`src/rtl/gpio_pkg.sv`:
```
package gpp_pkg;
	localparam int PORT_WIDTH = 8;
	localparam int SYNC_STAGES = 3;
	// Register selects, one location per register
	localparam logic [1:0] SEL_LEVEL = 2'h0;
	localparam logic [1:0] SEL_DIR = 2'h1;
	localparam logic [1:0] SEL_OUT = 2'h2;
	localparam logic [1:0] SEL_NONE = 2'h3;
	// Reset values
	localparam logic RST_BIT = 1'h0;
	localparam logic RST_PUD = 1'h0;

	// One register access from the core
	typedef struct packed {
		logic                  wrEn;
		logic                  rdEn;
		logic [1:0]            sel;
		logic [PORT_WIDTH-1:0] wrData;
		logic [PORT_WIDTH-1:0] bitMask;
	} gpp_access_t;

	// Pad-side drive bundle
	typedef struct packed {
		logic [PORT_WIDTH-1:0] outVal;
		logic [PORT_WIDTH-1:0] outEn;
		logic [PORT_WIDTH-1:0] pullEn;
	} gpp_pad_t;
endpackage

```
`src/rtl/gpp_level_sync.sv`:
```
`timescale 1ns/1ps
// Per-pin pad synchroniser: negative-edge stage stands in for the
// transparent-high latch, then a rising-edge register.
module gpp_level_sync
	import gpp_pkg::*;
#(
	parameter int WIDTH = PORT_WIDTH
) (
	input  wire logic             ref_clk,
	input  wire logic             reset_n,
	input  wire logic [WIDTH-1:0] padIn,
	output logic      [WIDTH-1:0] level
);
	logic [WIDTH-1:0] latchStage;
	logic [WIDTH-1:0] next_latchStage;
	logic [WIDTH-1:0] next_level;

	// Latch holds while clock is low, so capture at the falling edge
	always_comb begin
		next_latchStage = padIn;
		next_level = latchStage;
	end

	// Half-cycle sampling gives the half to one-and-a-half period delay
	always_ff @(negedge ref_clk or negedge reset_n) begin
		if (!reset_n) begin
			latchStage <= '0;
		end else begin
			latchStage <= next_latchStage;
		end
	end

	// Second stage feeds the level register only
	always_ff @(posedge ref_clk or negedge reset_n) begin
		if (!reset_n) begin
			level <= '0;
		end else begin
			level <= next_level;
		end
	end
endmodule

```
`src/rtl/gpp_port.sv`:
```
`timescale 1ns/1ps
module gpp_port
	import gpp_pkg::*;
#(
	parameter int WIDTH = PORT_WIDTH
) (
	input  wire logic             ref_clk,
	input  wire logic             reset_n,
	input  wire gpp_access_t      access,
	input  wire logic             pudWrEn,
	input  wire logic             pudWrData,
	input  wire logic [WIDTH-1:0] altEnable,
	input  wire logic [WIDTH-1:0] padIn,
	output logic      [WIDTH-1:0] rdData,
	output logic                  globalPullupDisable,
	output logic      [WIDTH-1:0] padOut,
	output logic      [WIDTH-1:0] padOutEn,
	output logic      [WIDTH-1:0] padPullEn
);
	if (WIDTH < 1 || WIDTH > PORT_WIDTH) begin : g_width_check
		$error("gpp_port WIDTH out of range");
	end

	logic [WIDTH-1:0] portOut;
	logic [WIDTH-1:0] portDir;
	logic [WIDTH-1:0] level;
	logic [WIDTH-1:0] next_portOut;
	logic [WIDTH-1:0] next_portDir;
	logic             next_pud;
	logic [WIDTH-1:0] next_rdData;
	logic [WIDTH-1:0] next_padOut;
	logic [WIDTH-1:0] next_padOutEn;
	logic [WIDTH-1:0] next_padPullEn;
	logic [WIDTH-1:0] mask;
	logic [WIDTH-1:0] wdat;
	logic [WIDTH-1:0] pullPerPin;

	// Pin modes by {direction, output data}:
	//   00 input, floating
	//   01 input, pulled up unless the global disable or the pin's altEnable bit is set
	//   10 output, driving low
	//   11 output, driving high
	// Toggling through the level location flips only the output data,
	// so an input pin moves between floating and pulled up.

	// Software obligations this block does not police:
	// - tri-state to driven high must pass through pull-up or driven
	//   low first; set the pull-up disable if the pull-up is unwanted
	// - pull-up to driven low, and back, must pass through tri-state
	//   or driven high
	// - reading the level right after an output write needs one idle
	//   access, since the pad level arrives one period later
	// Direct jumps still work here; the hazard is on the board, where
	// a brief wrong level could glitch whatever the pin drives.

	// Merge a masked write so untouched pins keep their setting
	function automatic logic [WIDTH-1:0] merge(
		input logic [WIDTH-1:0] old,
		input logic [WIDTH-1:0] val,
		input logic [WIDTH-1:0] msk
	);
		merge = (old & ~msk) | (val & msk);
	endfunction

	// Pull-up decode for one pin from {direction, output, disable} and its altEnable bit.
	// Only an input holding one with the disable clear pulls, so a
	// strong driver and the resistor never work against each other.
	function automatic logic pullDecode(
		input logic dirBit,
		input logic outBit,
		input logic global_pullup_disable,
		input logic alt
	);
		unique case ({dirBit, outBit, global_pullup_disable})
			3'h2:    pullDecode = ~alt;
			default: pullDecode = 1'h0;
		endcase
	endfunction

	// One decoder per pin; an alternate pin drops only its own
	// pull-up, so the rest of the port stays general I/O
	for (genvar p = 0; p < WIDTH; p++) begin : g_pin_pull
		assign pullPerPin[p] = pullDecode(next_portDir[p],
			next_portOut[p], next_pud, altEnable[p]);
	end

	assign mask = access.bitMask[WIDTH-1:0];
	assign wdat = access.wrData[WIDTH-1:0];

	gpp_level_sync #(
		.WIDTH(WIDTH)
	) u_sync (
		.ref_clk(ref_clk),
		.reset_n(reset_n),
		.padIn  (padIn),
		.level  (level)
	);

	// Register writes; a mask of one bit acts as a set or clear at the output and direction locations, and as a toggle at the level location
	always_comb begin
		next_portOut = portOut;
		next_portDir = portDir;
		next_pud = globalPullupDisable;
		if (access.wrEn) begin
			unique case (access.sel)
				SEL_OUT: next_portOut = merge(portOut, wdat, mask);
				SEL_DIR: next_portDir = merge(portDir, wdat, mask);
				SEL_LEVEL: next_portOut = portOut ^ (wdat & mask);
				SEL_NONE: next_portOut = portOut;
			endcase
		end
		if (pudWrEn) begin
			next_pud = pudWrData;
		end
	end

	// Read path; a read in the cycle of a write returns the old value
	always_comb begin
		next_rdData = '0;
		if (access.rdEn) begin
			unique case (access.sel)
				SEL_OUT: next_rdData = portOut;
				SEL_DIR: next_rdData = portDir;
				SEL_LEVEL: next_rdData = level;
				SEL_NONE: next_rdData = '0;
			endcase
		end
	end

	// Pad drive follows the new value so level sees it a period on
	always_comb begin
		next_padOut = next_portOut;
		next_padOutEn = next_portDir;
		next_padPullEn = pullPerPin;
	end

	// Configuration state; reset leaves every pin an input, no pull
	always_ff @(posedge ref_clk or negedge reset_n) begin
		if (!reset_n) begin
			portOut <= {WIDTH{RST_BIT}};
			portDir <= {WIDTH{RST_BIT}};
			globalPullupDisable <= RST_PUD;
		end else begin
			portOut <= next_portOut;
			portDir <= next_portDir;
			globalPullupDisable <= next_pud;
		end
	end

	// Async reset tri-states pads with no clock needed, since a pad
	// left driving during reset could fight whatever the board holds
	always_ff @(posedge ref_clk or negedge reset_n) begin
		if (!reset_n) begin
			rdData <= '0;
			padOut <= '0;
			padOutEn <= '0;
			padPullEn <= '0;
		end else begin
			rdData <= next_rdData;
			padOut <= next_padOut;
			padOutEn <= next_padOutEn;
			padPullEn <= next_padPullEn;
		end
	end
endmodule

```
`config.mk`:
```
export PLATFORM = sky130hd
export DESIGN_NAME = gpp_port
export DESIGN_NICKNAME = d
export VERILOG_FILES = /design/src/rtl/gpio_pkg.sv /design/src/rtl/gpp_level_sync.sv /design/src/rtl/gpp_port.sv
export SDC_FILE = /design/constraint.sdc
export NUM_CORES = 1
export LEC_CHECK = 0
export ABC_AREA = 1
export BUFFER_PORTS_ARGS = -buffer_cell sky130_fd_sc_hd__buf_2
export CAP_MARGIN = 10
export CORE_UTILIZATION = 54
export CTS_BUF_LIST = sky130_fd_sc_hd__clkbuf_16
export CTS_CLUSTER_DIAMETER = 50
export CTS_CLUSTER_SIZE = 28
export DETAILED_ROUTE_END_ITERATION = 6
export GPL_ROUTABILITY_DRIVEN = 0
export PLACE_DENSITY = 0.95
export SYNTH_ARGS = -nofsm -noshare
export SYNTH_HDL_FRONTEND = slang
export SYNTH_SLANG_ARGS = --single-unit
```
`constraint.sdc`:
```
create_clock -name ref_clk -period 2.8 [get_ports ref_clk]
set_clock_uncertainty 0.15 [all_clocks]
set_input_delay 0.28 -clock ref_clk [delete_from_list [all_inputs] [get_ports ref_clk]]
set_output_delay 0.28 -clock ref_clk [all_outputs]
set_load 0.01 [all_outputs]
```
# Word level (Yosys, flattened, before mapping)
# Index checks and enable logic that the tools add are counted.
# totals
output_inout_bits	33
reg_bits	49
word_cells	49
# classes
eq_ne	11
mux	15
n_reduce_logical	1
bitwise_logic	15
# op_table
op	count
$mux 8	4
$pmux 8 s4	1
$and 8x8->8	3
$eq 3x2->1 const B	8
$or 8x8->8	2
$pmux 8 s2	1
$mux 1	9
$not 1->1	8
$not 8->8	1
$xor 8x8->8	1
$eq 2x2->1 const B	2
$eq 2x1->1 const B	1
$logic_not 2->1	1

# Depth between registers and ports, before layout
# depth
depth_word	7
mapped_depth	8

# Hierarchy
# A second synthesis with hierarchy kept.
# hier_totals
hier_cells	260
area_unflattened_um2	2200.9
# modules_own_cells
mod	area_per_inst_um2	seq_area_each_um2	n_inst	cells_each
gpp_port	1800.5	825.8	1	244
gpp_level_sync	400.4	400.4	1	16

==> flow_summary.toml <==
[cts]
cts_buffers = 5
ctsResizeCount = 0
cts_buffer_depth = 2
clk_latency_ps = 310
cts_tree = "done"
clockRootBuffer = "clkbuf_16"
clock-sinks = 49
post-cts-setup-buffer-count = 0
htreeDepth = 2
ctsHoldBuffers = 1
clkTransAtPathRegs_ps = 60

[floorplan]
die_x_um = 65.8
start_util_pct = 58.4
io_pins = 73
die-area_um2 = 4330
fp.coreArea_um2 = 3770
rows = 22
die_y_um = 65.8

[sta]
fin_ws_ps = 480
rsz0062_at_grt = "no"
worst_pin_slew_ps = 546
report.final.slew_viol_count = 0
whs_ps = 90.9
finalHoldViolCount = 0
relSlewSlack_pct = 63.6
setup_viol = 0
fin_tns_setup_ps = 0

[hold_path]
min_path_cells = 4
holdPathEnd = "padPullEn[2]"
holdCritPathClass = "input port to flip-flop"
min_from = "altEnable[2]"

[yosys]
ys_ff_latch = 49
seq_area_frac_synth_pct = 55.7
synth_top_family_by_area = "simple AND/OR/NAND/NOR gates"
synth_area_leaders = "dfrtp_1, nand2_1, dfrtn_1"
syn_nets = 300
synth_simple_gate_area_share_pct = 27.9
synth_cell_types = 18
synth_compound_area_share_pct = 6.94
yosys.area_share.xor_xnor_pct = 0
synth_cells = 260
syn_avg_cell_area_um2 = 8.46
ys_warn_count = 0
netlist.top_cell.by_area = "dfrtp_1"
synth.area.mux_share_pct = 0
yosys.area.top_type_share_pct = 46.6
synth_fa_ha_area_share_pct = 0
synth_area_um2 = 2200

[worst_setup_path]
cp_num_buf_inv = 2
r2r_start = "u_sync.latchStage[1]"
crit_required_ps = 1740
r2r-end = "u_sync.level[1]"
cp-end-kind = "async pin"
cp_slowest_cell = "dlygate4sd3_1"
critPathTopFamily = "buffers and inverters"
critPathMaxStageDelay_ps = 520
worstPathMaxFanout = 23
start_kind = "input port"
rr_worst_depth = 0
critPathKind = "input port to async pin"
arrival_ps = 1260
rrSetupSlack_ps = 760
crit_path_cell_trace = "dlygate4sd3_1 -> buf_2"

[detailed_routing]
drt-initial-drc-count = 163
num_vias = 2043
routed_wl_mm = 5.63
ant_nets = 0
drtPass1Iterations = 4
wl_per_cell_um = 14.6
drc = 0
post_drt_via_cell_ratio = 5.29

[power_and_ir_drop]
p_seq_share_pct = 47.7
combPwrFrac_pct = 20.1
p_int_mw = 1.24
p_per_area_nw_per_um2 = 639
p_leak_nw = 1.61
vdd_drop_max_mv = 0.393
clkPwrFrac_pct = 32.1
switching_share_pct = 29.2
switching_power_mw = 0.511

[final_layout]
final_common_cell = "nand2_1"
antenna_cells = 0
fin_area_um2 = 2730
layout.nets = 377
layout-drive-gt1-share_pct = 27.5
instances_no_fill = 386
final_cell_mix = "nand2_1, buf_2, dfrtp_1"
syn2layout_area_growth_pct = 24.2

[grt]
antenna_found_initial = 0
grt_pass1_wl_mm = 8.79
globalRouteOverflowTotal = 0
track_usage_pct = 28.5
grt_max_degree = 24
grt_pass1_vias = 1912

[run_status]
status = "completed"

[placement]
dp_worst_setup_slack_ps = 658
hpwlAfterDp_mm = 3.94
port_buffers = 72
dpl-instance-area_um2 = 2590
place_inst = 377

[flow_run]
cap_violations = 0
## final cells by class
cell class,count,area (um^2)
tap,48,60.1
timing repair buffer,76,393
multi-input combinational,166,767
inverter,39,151
sequential,49,1230
clock buffer,5,125
clock inverter,3,11.3
fill,285,1040
## cells by family (layout without fill, tap and decap cells)
kind of cell / after synthesis / in the layout
and+or+nand+nor: 142 / 142
DFF: 49 / 49
buffers and inverters: 45 / 123
AOI/OAI and AO/OA: 24 / 24
## routing by layer
layer | routed length (um) | GRT usage [%] | up-vias
li1 | - | - | 965
met1 | 2140 | 33.2 | 956
met2 | 2940 | 50.1 | 104
met3 | 444 | 6.21 | 18
met4 | 115 | 12.0 | 0
met5 | 0 | 0 | -
## state kept, by name, indices dropped and copies added (netlist names)
signal and cells:
padOutEn 8, u_sync.level 8, globalPullupDisable 1, padPullEn 8, rdData 8, padOut 8
u_sync.latchStage 8
## synth_stat cells
cell,count
nand2_1,79
dfrtp_1,41
inv_1,36
nor2_1,29
nand3_1,18
o21ai_0,16
nand4_1,10
dfrtn_1,8
nand2_2,4
o211ai_2,4
a21oi_1,3
buf_4,3
buf_6,3
inv_2,2
inv_6,1
nand2_4,1
nor2_8,1
o211ai_1,1
## per-stage QoR
step / power (mW) / utilization [%]
2_1_floorplan: 1.03 / -
3_3_place_gp: 1.17 / 68.6
3_5_place_dp: 1.19 / 68.6
4_1_cts: 1.74 / 72.5
5_1_grt: 1.82 / 72.5
6_report: 1.75 / 72.5
## power groups by stage
stage	clock network (mW)	registers, mW	logic, mW
2_1_floorplan	0	0.872	0.159
3_3_place_gp	0	0.841	0.328
3_5_place_dp	0	0.845	0.346
4_1_cts	0.560	0.834	0.350
5_1_grt	0.591	0.841	0.393
6_report	0.562	0.834	0.352
## worst max path at each step
stage	start	cells past startpoint	slack [ps]	endpoint
after global placement	reset_n	1	670	u_sync.latchStage[3]
after global routing	reset_n	2	350	u_sync.latchStage[5]
final	reset_n	2	480	u_sync.latchStage[0]
after CTS	reset_n	2	450	u_sync.latchStage[0]
after floorplan	padIn[0]	0	830	u_sync.latchStage[0]
after detailed placement	reset_n	1	660	u_sync.latchStage[2]
Note: power is estimated with default switching activity, not from simulation.
